`src/pbsc_pkg.sv`:
```
// Purpose: Shared constants for the pad boundary scan chain block
// Assumes: APB slave with 32-bit data, one aligned word per register
// Notes: Chain position N sits at vector bit N-1; position 1 leaves first
package pbsc_pkg;

	// Chain geometry
	localparam int CHAIN_LEN = 67;
	localparam int RSVD_POS_A = 57;
	localparam int RSVD_POS_B = 58;
	localparam logic [CHAIN_LEN-1:0] RSVD_MASK =
		(67'h1 << (RSVD_POS_A - 1)) | (67'h1 << (RSVD_POS_B - 1));

	// Input conditioning depth for pins from outside the clock domain
	localparam int SYNC_DEPTH = 3;

	// APB register byte offsets
	localparam logic [7:0] OFS_CTRL = 8'h00;
	localparam logic [7:0] OFS_STATUS = 8'h04;
	localparam logic [7:0] OFS_CAPTURES = 8'h08;
	localparam logic [7:0] OFS_SHIFTS = 8'h0c;
	localparam logic [7:0] OFS_BLOCKED = 8'h10;

	// Control register fields
	localparam int CTRL_CLR_BIT = 0;
	localparam int CTRL_DQ_TERM_BIT = 1;
	localparam int CTRL_CA_TERM_BIT = 2;
	localparam logic [2:0] CTRL_RESET = 3'h6;

	// Status register fields
	localparam int STAT_SCAN_BIT = 0;
	localparam int STAT_SCAN_SERIAL_OUTPUT_BIT = 1;
	localparam int STAT_OE_BIT = 2;
	localparam int STAT_MIRROR_BIT = 3;
	localparam int STAT_GATE_BIT = 4;

	// Event counter width
	localparam int CNT_W = 16;

	// Scan mode state
	typedef enum logic [0:0] {
		PBSC_SCAN_OFF = 1'b0,
		PBSC_SCAN_ON = 1'b1
	} pbsc_mode_t;

endpackage

```
`src/pbsc_chain.sv`:
```
// Purpose: Pad boundary scan chain with capture, shift and gated serial output
// Assumes: Scan pins are asynchronous to clk; strobe period well above 6 clk cycles
// Notes: Register access over APB with zero wait states
//
// Functional notes
// - Scan mode follows the scan enable level
// - Select low captures pads, high shifts chain
// - Inputs sampled at strobe rise, single or train
// - Serial output driven only while gate registered low
// - 67 positions, position 1 leaves first
// - Zeros follow after position 67 is out
// - Reserved pad positions always read zero
// - Pad mirroring disabled during scan mode
// - No memory command executes in scan mode
// - Scan: nominal address termination, data termination off
`timescale 1ns/1ps

module pbsc_chain
(
	input wire logic clk,
	input wire logic rst_n,
	// APB slave
	input wire logic psel,
	input wire logic penable,
	input wire logic pwrite,
	input wire logic [7:0] paddr,
	input wire logic [31:0] pwdata,
	output logic [31:0] prdata,
	output logic pready,
	output logic pslverr,
	// Scan pins from the tester
	input wire logic scan_mode_enable,
	input wire logic capture_shift_select,
	input wire logic scan_strobe,
	input wire logic scan_output_gate,
	input wire logic pad_mirror_select,
	input wire logic [pbsc_pkg::CHAIN_LEN-1:0] pad_levels,
	output logic scan_serial_output,
	output logic scan_serial_output_oe,
	// Memory command path and pad configuration
	input wire logic mem_cmd_valid,
	output logic mem_cmd_exec,
	output logic pad_mirror_active,
	output logic ca_term_nominal,
	output logic dq_term_enable
);

	localparam int N = pbsc_pkg::CHAIN_LEN;
	localparam int CW = pbsc_pkg::CNT_W;

	// Three-stage conditioning of the control pins
	logic [3:0] pin_s1_r;
	logic [3:0] pin_s2_r;
	logic [3:0] pin_s3_r;
	logic [3:0] pin_f_r;
	logic [N-1:0] pad_s1_r;
	logic [N-1:0] pad_s2_r;
	logic [N-1:0] pad_s3_r;
	logic [N-1:0] pad_f_r;
	logic [1:0] mir_s_r;
	logic mir_s3_r;
	logic mir_f_r;

	logic sen_f;
	logic ssh_f;
	logic stb_f;
	logic gate_f;
	logic stb_d_r;
	logic stb_rise;

	pbsc_pkg::pbsc_mode_t mode_r;
	logic scan_on;

	logic [N-1:0] chain_r;
	logic gate_r;
	logic capture_ev;
	logic shift_ev;

	logic [2:0] ctrl_r;
	logic [CW-1:0] captures_r;
	logic [CW-1:0] shifts_r;
	logic [CW-1:0] blocked_r;
	logic clr_pulse;
	logic blocked_ev;

	logic apb_setup;
	logic apb_write;
	logic [31:0] rdata_nxt;
	logic err_nxt;

	// Pin bundle: enable, select, strobe, gate
	assign sen_f = pin_f_r[0];
	assign ssh_f = pin_f_r[1];
	assign stb_f = pin_f_r[2];
	assign gate_f = pin_f_r[3];

	// Stage one feeds stage two only; a level is accepted once stages two and three agree
	always_ff @(posedge clk or negedge rst_n)
	begin
		if (!rst_n)
		begin
			pin_s1_r <= 4'h8;
			pin_s2_r <= 4'h8;
			pin_s3_r <= 4'h8;
			pin_f_r <= 4'h8;
		end
		else
		begin
			pin_s1_r <= {scan_output_gate, scan_strobe, capture_shift_select, scan_mode_enable};
			pin_s2_r <= pin_s1_r;
			pin_s3_r <= pin_s2_r;
			pin_f_r <= (pin_s2_r & ~(pin_s2_r ^ pin_s3_r)) | (pin_f_r & (pin_s2_r ^ pin_s3_r));
		end
	end

	// Pad levels go through the same conditioning so capture sees settled values
	always_ff @(posedge clk or negedge rst_n)
	begin
		if (!rst_n)
		begin
			pad_s1_r <= '0;
			pad_s2_r <= '0;
			pad_s3_r <= '0;
			pad_f_r <= '0;
		end
		else
		begin
			pad_s1_r <= pad_levels;
			pad_s2_r <= pad_s1_r;
			pad_s3_r <= pad_s2_r;
			pad_f_r <= (pad_s2_r & ~(pad_s2_r ^ pad_s3_r)) | (pad_f_r & (pad_s2_r ^ pad_s3_r));
		end
	end

	// Mirror select pin conditioning
	always_ff @(posedge clk or negedge rst_n)
	begin
		if (!rst_n)
		begin
			mir_s_r <= 2'h0;
			mir_s3_r <= 1'b0;
			mir_f_r <= 1'b0;
		end
		else
		begin
			mir_s_r <= {mir_s_r[0], pad_mirror_select};
			mir_s3_r <= mir_s_r[1];
			if (mir_s_r[1] == mir_s3_r)
				mir_f_r <= mir_s_r[1];
		end
	end

	// Strobe edge finder; works the same for a lone pulse or a train
	always_ff @(posedge clk or negedge rst_n)
	begin
		if (!rst_n)
			stb_d_r <= 1'b0;
		else
			stb_d_r <= stb_f;
	end

	assign stb_rise = stb_f & ~stb_d_r;

	// Scan mode tracks the conditioned enable level directly
	always_ff @(posedge clk or negedge rst_n)
	begin
		if (!rst_n)
			mode_r <= pbsc_pkg::PBSC_SCAN_OFF;
		else
			mode_r <= sen_f ? pbsc_pkg::PBSC_SCAN_ON : pbsc_pkg::PBSC_SCAN_OFF;
	end

	assign scan_on = (mode_r == pbsc_pkg::PBSC_SCAN_ON);

	// Capture or shift decided by select level at the strobe rise
	assign capture_ev = scan_on & stb_rise & ~ssh_f;
	assign shift_ev = scan_on & stb_rise & ssh_f;

	// Chain: parallel load of every position, or one step toward the output with ground fed in
	always_ff @(posedge clk or negedge rst_n)
	begin
		if (!rst_n)
			chain_r <= '0;
		else if (capture_ev)
			chain_r <= pad_f_r & ~pbsc_pkg::RSVD_MASK;
		else if (shift_ev)
			chain_r <= {1'b0, chain_r[N-1:1]};
	end

	// Output gate is registered at the strobe rise; leaving scan closes it again
	always_ff @(posedge clk or negedge rst_n)
	begin
		if (!rst_n)
			gate_r <= 1'b1;
		else if (!scan_on)
			gate_r <= 1'b1;
		else if (stb_rise)
			gate_r <= gate_f;
	end

	// Position 1 sits at bit 0 and is always what the pin shows
	assign scan_serial_output = chain_r[0];
	assign scan_serial_output_oe = scan_on & ~gate_r;

	// Mirroring and termination are overridden while scanning
	assign pad_mirror_active = mir_f_r & ~scan_on;
	assign ca_term_nominal = scan_on | ctrl_r[pbsc_pkg::CTRL_CA_TERM_BIT];
	assign dq_term_enable = ~scan_on & ctrl_r[pbsc_pkg::CTRL_DQ_TERM_BIT];

	// Command gate: registered so the executed pulse is one clean cycle
	assign blocked_ev = mem_cmd_valid & scan_on;

	always_ff @(posedge clk or negedge rst_n)
	begin
		if (!rst_n)
			mem_cmd_exec <= 1'b0;
		else
			mem_cmd_exec <= mem_cmd_valid & ~scan_on;
	end

	// APB decode; zero wait states, read data latched in the setup cycle
	assign apb_setup = psel & ~penable;
	assign apb_write = psel & penable & pwrite & ~pslverr;
	assign pready = psel & penable;
	assign clr_pulse = apb_write && (paddr == pbsc_pkg::OFS_CTRL) && pwdata[pbsc_pkg::CTRL_CLR_BIT];

	// Control register; bit 0 is a self-clearing counter clear
	always_ff @(posedge clk or negedge rst_n)
	begin
		if (!rst_n)
			ctrl_r <= pbsc_pkg::CTRL_RESET;
		else if (apb_write && (paddr == pbsc_pkg::OFS_CTRL))
			ctrl_r <= {pwdata[pbsc_pkg::CTRL_CA_TERM_BIT], pwdata[pbsc_pkg::CTRL_DQ_TERM_BIT], 1'b0};
	end

	// Event counters; a coinciding event survives the clear as a count of one
	always_ff @(posedge clk or negedge rst_n)
	begin
		if (!rst_n)
		begin
			captures_r <= '0;
			shifts_r <= '0;
			blocked_r <= '0;
		end
		else
		begin
			if (clr_pulse)
			begin
				captures_r <= {{(CW-1){1'b0}}, capture_ev};
				shifts_r <= {{(CW-1){1'b0}}, shift_ev};
				blocked_r <= {{(CW-1){1'b0}}, blocked_ev};
			end
			else
			begin
				captures_r <= captures_r + {{(CW-1){1'b0}}, capture_ev};
				shifts_r <= shifts_r + {{(CW-1){1'b0}}, shift_ev};
				blocked_r <= blocked_r + {{(CW-1){1'b0}}, blocked_ev};
			end
		end
	end

	// Read mux; unmapped offsets answer with an error and zero data
	always_comb
	begin
		rdata_nxt = 32'h0;
		err_nxt = 1'b0;
		unique case (paddr)
			pbsc_pkg::OFS_CTRL:
				rdata_nxt = {29'h0, ctrl_r};
			pbsc_pkg::OFS_STATUS:
			begin
				rdata_nxt[pbsc_pkg::STAT_SCAN_BIT] = scan_on;
				rdata_nxt[pbsc_pkg::STAT_SCAN_SERIAL_OUTPUT_BIT] = chain_r[0];
				rdata_nxt[pbsc_pkg::STAT_OE_BIT] = scan_serial_output_oe;
				rdata_nxt[pbsc_pkg::STAT_MIRROR_BIT] = pad_mirror_active;
				rdata_nxt[pbsc_pkg::STAT_GATE_BIT] = gate_r;
			end
			pbsc_pkg::OFS_CAPTURES:
				rdata_nxt = {16'h0, captures_r};
			pbsc_pkg::OFS_SHIFTS:
				rdata_nxt = {16'h0, shifts_r};
			pbsc_pkg::OFS_BLOCKED:
				rdata_nxt = {16'h0, blocked_r};
			default:
				err_nxt = 1'b1;
		endcase
	end

	// Answer registers held through the access phase
	always_ff @(posedge clk or negedge rst_n)
	begin
		if (!rst_n)
		begin
			prdata <= 32'h0;
			pslverr <= 1'b0;
		end
		else if (apb_setup)
		begin
			prdata <= pwrite ? 32'h0 : rdata_nxt;
			pslverr <= err_nxt;
		end
		else if (!psel)
		begin
			pslverr <= 1'b0;
		end
	end

endmodule

```
`config.mk`:
```
export PLATFORM = sky130hd
export DESIGN_NAME = pbsc_chain
export DESIGN_NICKNAME = d
export VERILOG_FILES = /design/src/pbsc_pkg.sv /design/src/pbsc_chain.sv
export SDC_FILE = /design/constraint.sdc
export NUM_CORES = 1
export LEC_CHECK = 0
export ABC_AREA = 1
export BUFFER_PORTS_ARGS = -buffer_cell sky130_fd_sc_hd__buf_2
export CORE_MARGIN = 5
export CORE_UTILIZATION = 45
export DETAILED_ROUTE_END_ITERATION = 6
export GPL_TIMING_DRIVEN = 0
export SYNTH_ARGS = -nofsm -noshare
export SYNTH_HDL_FRONTEND = slang
export SYNTH_SLANG_ARGS = --single-unit
```
`constraint.sdc`:
```
create_clock -name clk -period 3.5 [get_ports clk]
set_input_delay 0.525 -clock clk [delete_from_list [all_inputs] [get_ports clk]]
set_output_delay 0.525 -clock clk [all_outputs]
set_load 0.005 [all_outputs]
```
==> results of run 1 <==
[power by group through the flow]
stage | clock [mW] | sequential, mW | combinational [mW]
3_5_place_dp | 0 | 5.88 | 0.973
4_1_cts | 4.68 | 5.80 | 0.982
5_1_grt | 4.90 | 5.87 | 1.11
2_1_floorplan | 0 | 5.77 | 0.661
3_3_place_gp | 0 | 5.87 | 0.924
6_report | 4.55 | 5.79 | 0.957
[metrics by stage]
stage	std cells	util	power [mW]
final	1911	0.539	11.3
after global routing	1911	0.539	11.9
after CTS	1911	0.539	11.5
after detailed placement	1835	0.494	6.85
after global placement	1831	0.490	6.79
after floorplan	1279	-	6.43
[critical path, delay by kind of cell]
kind | cells | cell delay (ns)
buffers and inverters | 6 | 2.51
[synth_stat cells (all sizes together), types with 6 or more instances]
library cell,number
nand2,348
nand4,10
xor2,8
nand3,94
clkbuf,7
dfstp,7
buf,42
nor2,78
o221ai,6
a21oi,17
o21ai,29
maj3,70
o211ai,12
dfrtp,411
inv,92
nor3,15
[routing by layer]
layer  vias up  part of all wire  global-route usage
met4         0             0.023              0.0453
li1       4384                 -                   -
met3        45             0.042              0.0263
met1      4182              0.48               0.215
met2       162              0.46               0.235
met5         -                 0                   0
[how the worst max path moves through the flow]
stage / from / to / slack, ns / depth (start not counted)
6_report: rst_n / async pin / 0.93 / 6
4_1_cts: rst_n / pad_s1_r[58] / 0.76 / 6
3_5_place_dp: rst_n / pad_s1_r[46] / 0.77 / 5
5_1_grt: rst_n / pad_s1_r[63] / 0.48 / 6
3_3_place_gp: rst_n / pad_s1_r[46] / -6.30 / 1
2_1_floorplan: mode_r / shifts_r[12] / 1.60 / 13
[cell families (layout without fill, tap and decap cells)]
logic type	count (synthesis)	in the layout	synth area share
buf+inv	141	331	0.0471
xor+xnor	8	8	0.00475
fa+ha+maj	75	75	0.0517
compound gates	68	68	0.0280
other cells	1	16	0.000254
simple gates	553	553	0.158
flops	418	418	0.710
[repair_timing]
item	4_1_cts	5_1_grt
hold endpoints to repair	55	0
endpoints found under the setup margin	0	0
hold buffers	1	0
[cell type report]
type	count	area [sq um]	share of cell area
inverter	92	345	0.0197
buffer	49	349	0.0200
multi-input combinational	720	3640	0.208
clock inverter	10	170	0.00973
timing repair buffer	115	681	0.0389
sequential	418	10500	0.599
tap	442	553	0.0316
clock buffer	65	1280	0.0731
==> flow_metrics.env, run 1 <==
export IMPL_status="completed"
export IMPL_p_sw_frac=0.237
export IMPL_h_tree_depth=2
export IMPL_postLayoutCellArea_sq_mm=0.0175
export IMPL_setup_viol=0
export IMPL_synthArstFlopShare=1.00
export IMPL_grt_max_degree=128
export IMPL_drt_iter0_drc=387
export IMPL_core_sq_mm=0.0325
export IMPL_hp_class="in2reg"
export IMPL_dieArea_sq_mm=0.0365
export IMPL_rsz0062_at_grt="false"
export IMPL_crit_path_frequent_cell="buf_16"
export IMPL_syn_instance_count=1264
export IMPL_cts_clk_slew_worst_paths_ns=0.06
export IMPL_end_kind="async pin"
export IMPL_skew_ns=0.0177
export IMPL_cts_sinks=418
export IMPL_place_ws_ns=0.773
export IMPL_tns_ns=0
export IMPL_die_w_um=191
export IMPL_ys_top_cells_by_area="dfrtp_1 70%, nand2_1 8.8%, maj3_1 4.8%, nand3_1 3.1%, inv_1 2.2%"
export IMPL_seq_power_share=0.513
export IMPL_cp_slowest_stage_delay_ns=0.57
export IMPL_r2r_end="shifts_r[12]"
export IMPL_synth_edf_count=0
export IMPL_crit_fanout=127
export IMPL_drv_slew=0
export IMPL_fin_ws_ns=0.925
export IMPL_r2r_worst_path_cells=13
export IMPL_grt_use_total=0.150
export IMPL_synth_top_area_frac=0.697
export IMPL_slew_headroom=0.556
export IMPL_criticalPathCategory="in2async"
export IMPL_boundaryPins=158
export IMPL_final_cell_mix="411 x dfrtp_1, 344 x nand2_1, 118 x buf_2"
export IMPL_grt_overflow=0
export IMPL_worstPathRequired_ns=4.13
export IMPL_fillers=2835
export IMPL_vias=8773
export IMPL_holdPathStages=1
export IMPL_cts_buffers=42
export IMPL_ys_seq_area_frac=0.710
export IMPL_r2r_start="mode_r"
export IMPL_grt_pass1_wl_um=44500
export IMPL_cts_root_buf="clkbuf_16"
export IMPL_ys_types=35
export IMPL_p_clk_frac=0.403
export IMPL_dp_hpwl_um=18200
export IMPL_antenna_cells=0
export IMPL_drc=0
export IMPL_start_util=0.454
export IMPL_clkLatencyLatePin_ns=0.53
export IMPL_layout_commonest_cell="dfrtp_1"
export IMPL_ant_nets=0
export IMPL_rows=66
export IMPL_hold_slack_ns=0.0848
export IMPL_p_sw_mw=2.68
export IMPL_cts_resized=0
export IMPL_crit_chain="dlygate4sd3_1 -> buf_8 -> buf_16 -> buf_16 -> buf_16 -> buf_16"
export IMPL_synthToLayoutAreaGrowth_pct=18.6
export IMPL_min_from="pad_levels[10]"
export IMPL_synth_avg_cell_area_sq_um=11.7
export IMPL_synth_warnings=0
export IMPL_grt_pass1_vias=8878
export IMPL_start_kind="input pin"
export IMPL_port_buffers=110
export IMPL_intPower_mw=8.62
export IMPL_postCtsSetupBuffers=0
export IMPL_syn_area_sq_mm=0.0147
export IMPL_cp_arrival_ns=3.20
export IMPL_grt_antenna_before_repair=0
export IMPL_ys_flop_type="dfrtp_1"
export IMPL_fmax_mhz=388
export IMPL_layout_nets=1561
export IMPL_yosys_area_top_type="dfrtp_1"
export IMPL_ff2ff_setup_slack_ns=0.93
export IMPL_layout_drive_gt1_share=0.173
export IMPL_period_share=0.736
export IMPL_gp_congestion=0.826
export IMPL_slowest_stage="dlygate4sd3_1"
export IMPL_power_frac_comb=0.085
export IMPL_min_to="pad_s1_r[10]"
export IMPL_wl_per_cell_um=13.9
export IMPL_worst_slew_pin_slew_ns=0.666
export IMPL_max_cap_violations=0
export IMPL_p_per_area_mw_per_mm2=646
export IMPL_p_leak_nw=8.34
export IMPL_cts_tree="yes"
export IMPL_fp_dieH_um=191
export IMPL_fin_crit_ns=2.57
export IMPL_cts_path_max_buffers=3
export IMPL_hold_violations=0
export IMPL_ys_ff_latch=418
export IMPL_routed_wl_um=26500
export IMPL_placedInstanceArea_sq_mm=0.0160
export IMPL_ir_drop_mv=0.438
export IMPL_via_per_inst=4.59
export IMPL_drtPass1Iterations=5
No activity file was read; power rests on OpenSTA's default activity.
==> inputs of run 2 (changes only) <==
--- a/config.mk
+++ b/config.mk
@@ -5,12 +5,13 @@
 export SDC_FILE = /design/constraint.sdc
 export NUM_CORES = 1
 export LEC_CHECK = 0
-export ABC_AREA = 1
+export ABC_AREA = 0
 export BUFFER_PORTS_ARGS = -buffer_cell sky130_fd_sc_hd__buf_2
 export CORE_MARGIN = 5
 export CORE_UTILIZATION = 45
 export DETAILED_ROUTE_END_ITERATION = 6
 export GPL_TIMING_DRIVEN = 0
+export PLACE_DENSITY = 0.66
 export SYNTH_ARGS = -nofsm -noshare
 export SYNTH_HDL_FRONTEND = slang
 export SYNTH_SLANG_ARGS = --single-unit
==> constraint.sdc (replaced) <==
create_clock -name clk -period 2.15 [get_ports clk]
set_input_delay 0.3225 -clock clk [delete_from_list [all_inputs] [get_ports clk]]
set_output_delay 0.3225 -clock clk [all_outputs]
set_load 0.005 [all_outputs]
==> run 2 against run 1 <==
Effect of this change:
- sequential share of layout area is 2.0 points lower
- clock power is 65% higher
- highest routed layer unchanged
- setup slack worse by 0.84 ns
- via count is 5.5% lower
- clock skew is 0.0034 ns lower
- cell area is 3.4% higher
- largest power group unchanged
- critical path type is now reg2reg
- first-iteration DRC count is 19% higher
- routed wire length is 2.7% lower
==> flow_metrics.env, run 2 <==
export IMPL_status="completed"
export IMPL_die_w_um=190
export IMPL_layout_cells_non_filler=1715
export IMPL_placedInstanceArea_sq_mm=0.0157
export IMPL_ys_flop_type="dfrtp_1"
export IMPL_start_kind="register"
export IMPL_ys_ff_latch=418
export IMPL_ys_types=48
export IMPL_ir_drop_mv=0.759
export IMPL_end_kind="register"
export IMPL_final_cell_mix="411 x dfrtp_1, 109 x buf_2, 98 x nand2_1"
export IMPL_p_clk_frac=0.380
export IMPL_cts_path_max_buffers=3
export IMPL_port_buffers=110
export IMPL_cts_sinks=418
export IMPL_yosysMostFrequentCell="dfrtp_1"
export IMPL_slew_headroom=0.511
export IMPL_worst_slew_pin_slew_ns=0.734
export IMPL_hp_class="in2reg"
export IMPL_r2r_worst_path_cells=8
export IMPL_layout_nets=1401
export IMPL_drv_slew=0
export IMPL_power_frac_comb=0.116
export IMPL_synth_top_cells_by_count="411 x dfrtp_1, 99 x nand2_1, 85 x o21ai_0"
export IMPL_dp_hpwl_um=16900
export IMPL_power_total_mw=19.8
export IMPL_p_sw_frac=0.258
export IMPL_vias=8291
export IMPL_grt_pass1_wl_um=44300
export IMPL_drt_iter0_drc=461
export IMPL_p_leak_nw=8.17
export IMPL_grt_use_total=0.149
export IMPL_layout_drive_gt1_share=0.196
export IMPL_cts_tree="yes"
export IMPL_place_ws_ns=-0.446
export IMPL_routed_wl_um=25800
export IMPL_max_cap_violations=0
export IMPL_synth_top_area_frac=0.709
export IMPL_layout_commonest_cell="dfrtp_1"
export IMPL_boundaryPins=158
export IMPL_p_per_area_mw_per_mm2=1090
export IMPL_p_sw_mw=5.10
export IMPL_criticalPathCategory="reg2reg"
export IMPL_ys_top_cells_by_area="dfrtp_1 71%, mux2i_1 5.5%, maj3_1 4.8%, o21ai_0 2.9%, nand2_1 2.6%"
export IMPL_clkLatencyLatePin_ns=0.54
export IMPL_start_util=0.458
export IMPL_cp_arrival_ns=2.52
export IMPL_fp_dieH_um=190
export IMPL_dpl_cell_count=1556
export IMPL_synthArstFlopShare=1.00
export IMPL_cts_buffers=43
export IMPL_skew_ns=0.0143
export IMPL_rows=65
export IMPL_yosys_area_top_type="dfrtp_1"
export IMPL_grt_antenna_before_repair=0
export IMPL_synth_warnings=0
export IMPL_antenna_cells=0
export IMPL_tns_ns=0
export IMPL_cts_clk_slew_worst_paths_ns=0.06
export IMPL_seq_power_share=0.504
export IMPL_grt_overflow=0
export IMPL_fin_ws_ns=0.0887
export IMPL_fin_crit_ns=2.06
export IMPL_cts_root_buf="clkbuf_16"
export IMPL_synth_avg_cell_area_sq_um=14.1
export IMPL_synthToLayoutAreaGrowth_pct=24.6
export IMPL_fillers=2552
export IMPL_drc=0
export IMPL_syn_area_sq_mm=0.0145
export IMPL_dieArea_sq_mm=0.0359
export IMPL_gp_congestion=0.823
export IMPL_drtPass1Iterations=7
export IMPL_ys_seq_area_frac=0.721
export IMPL_synth_edf_count=0
export IMPL_holdPathStages=2
export IMPL_wl_per_cell_um=15.1
export IMPL_h_tree_depth=2
export IMPL_grt_max_degree=131
export IMPL_intPower_mw=14.7
export IMPL_hold_violations=0
export IMPL_core_sq_mm=0.0317
export IMPL_ant_nets=0
export IMPL_worstPathRequired_ns=2.61
export IMPL_syn_instance_count=1026
export IMPL_fmax_mhz=485
export IMPL_postLayoutCellArea_sq_mm=0.0181
export IMPL_crit_fanout=5
export IMPL_period_share=0.959
export IMPL_grt_pass1_vias=8627
export IMPL_rsz0062_at_grt="true"
export IMPL_setup_viol=0
export IMPL_via_per_inst=4.83
run 2: cell count changes after synthesis, moves of 13 or more:
cell,delta
clkbuf_1,+16
nand2_1,-245
nor2_1,-34
nand3_1,-79
o21ai_0,+63
a22oi_1,+13
xnor2_1,+21
mux2i_1,+80
inv_1,-78
run 2: metrics by stage:
stage / util / hold slack [ns]
after floorplan: - / 0.0269
after global placement: 0.493 / 0.333
after detailed placement: 0.496 / 0.287
after CTS: 0.568 / 0.0160
after global routing: 0.570 / 0.0428
final: 0.570 / 0.0629
run 2: path summary, 6_finish.rpt:
kind,startpoint,end,slack [ns]
min reg2reg,pad_s1_r[14],pad_s2_r[14],0.34
max reg2reg,register,shifts_r[15],0.09
max,register,shifts_r[15],0.09
min in group asynchronous,rst_n,blocked_r[13],0.31
max in group asynchronous,rst_n,stb_d_r,0.41
min,pwdata[2],ctrl_r[2],0.06
run 2: critical path: stages (launching register included):
cell and delay [ns]:
dfrtp_1 0.37, nor2b_4 0.17, nand2_2 0.08, nor2_4 0.18
ha_4 0.18, nand4_1 0.16, or2_4 0.29, or4_4 0.42
a21oi_2 0.14
run 2: layer usage:
metal  vias to the layer above  share of wire  track usage
met3                        40          0.050       0.0277
met1                      4068           0.47        0.215
li1                       4002              -            -
met2                       181           0.46        0.234
met5                         -              0            0
met4                         0          0.022       0.0434
run 2: cells by family after synthesis:
| family | share of synthesized area |
|---|---|
| other | 0.000258 |
| adders and majority gates | 0.0526 |
| buffers and inverters | 0.0214 |
| and+or+nand+nor | 0.0761 |
| muxes | 0.0614 |
| AOI/OAI and AO/OA | 0.0451 |
| DFF | 0.721 |
| xor gates and xnor gates | 0.0217 |
run 2: power by group through the flow:
stage               logic [mW]  clock network (mW)  registers, mW
detailed placement        2.17                   0           10.1
CTS                       2.29                7.73           9.95
floorplan                 1.55                   0           9.76
global route              2.66                8.07           10.1
global placement          2.05                   0           10.0
finish                    2.29                7.51           9.96
run 2: what timing repair did:
action                                  in CTS  in global routing
gates resized for setup                     13                 14
hold buffers                                71                  0
pin swaps                                    2                  5
endpoints found under the hold margin      127                  0
buffers inserted                             4                  5
endpoints found under the setup margin      16                 66
run 2: area by class of cell:
class                           instances  area [sq um]  area share
Buffer                                 51           307      0.0170
Clock buffer                           59          1230      0.0678
Clock inverter                         21           253      0.0140
Inverter                                9          33.8     0.00187
Multi-Input combinational cell        562          3870       0.214
Sequential cell                       418         10500       0.579
Tap cell                              402           503      0.0278
Timing Repair Buffer                  193          1420      0.0786
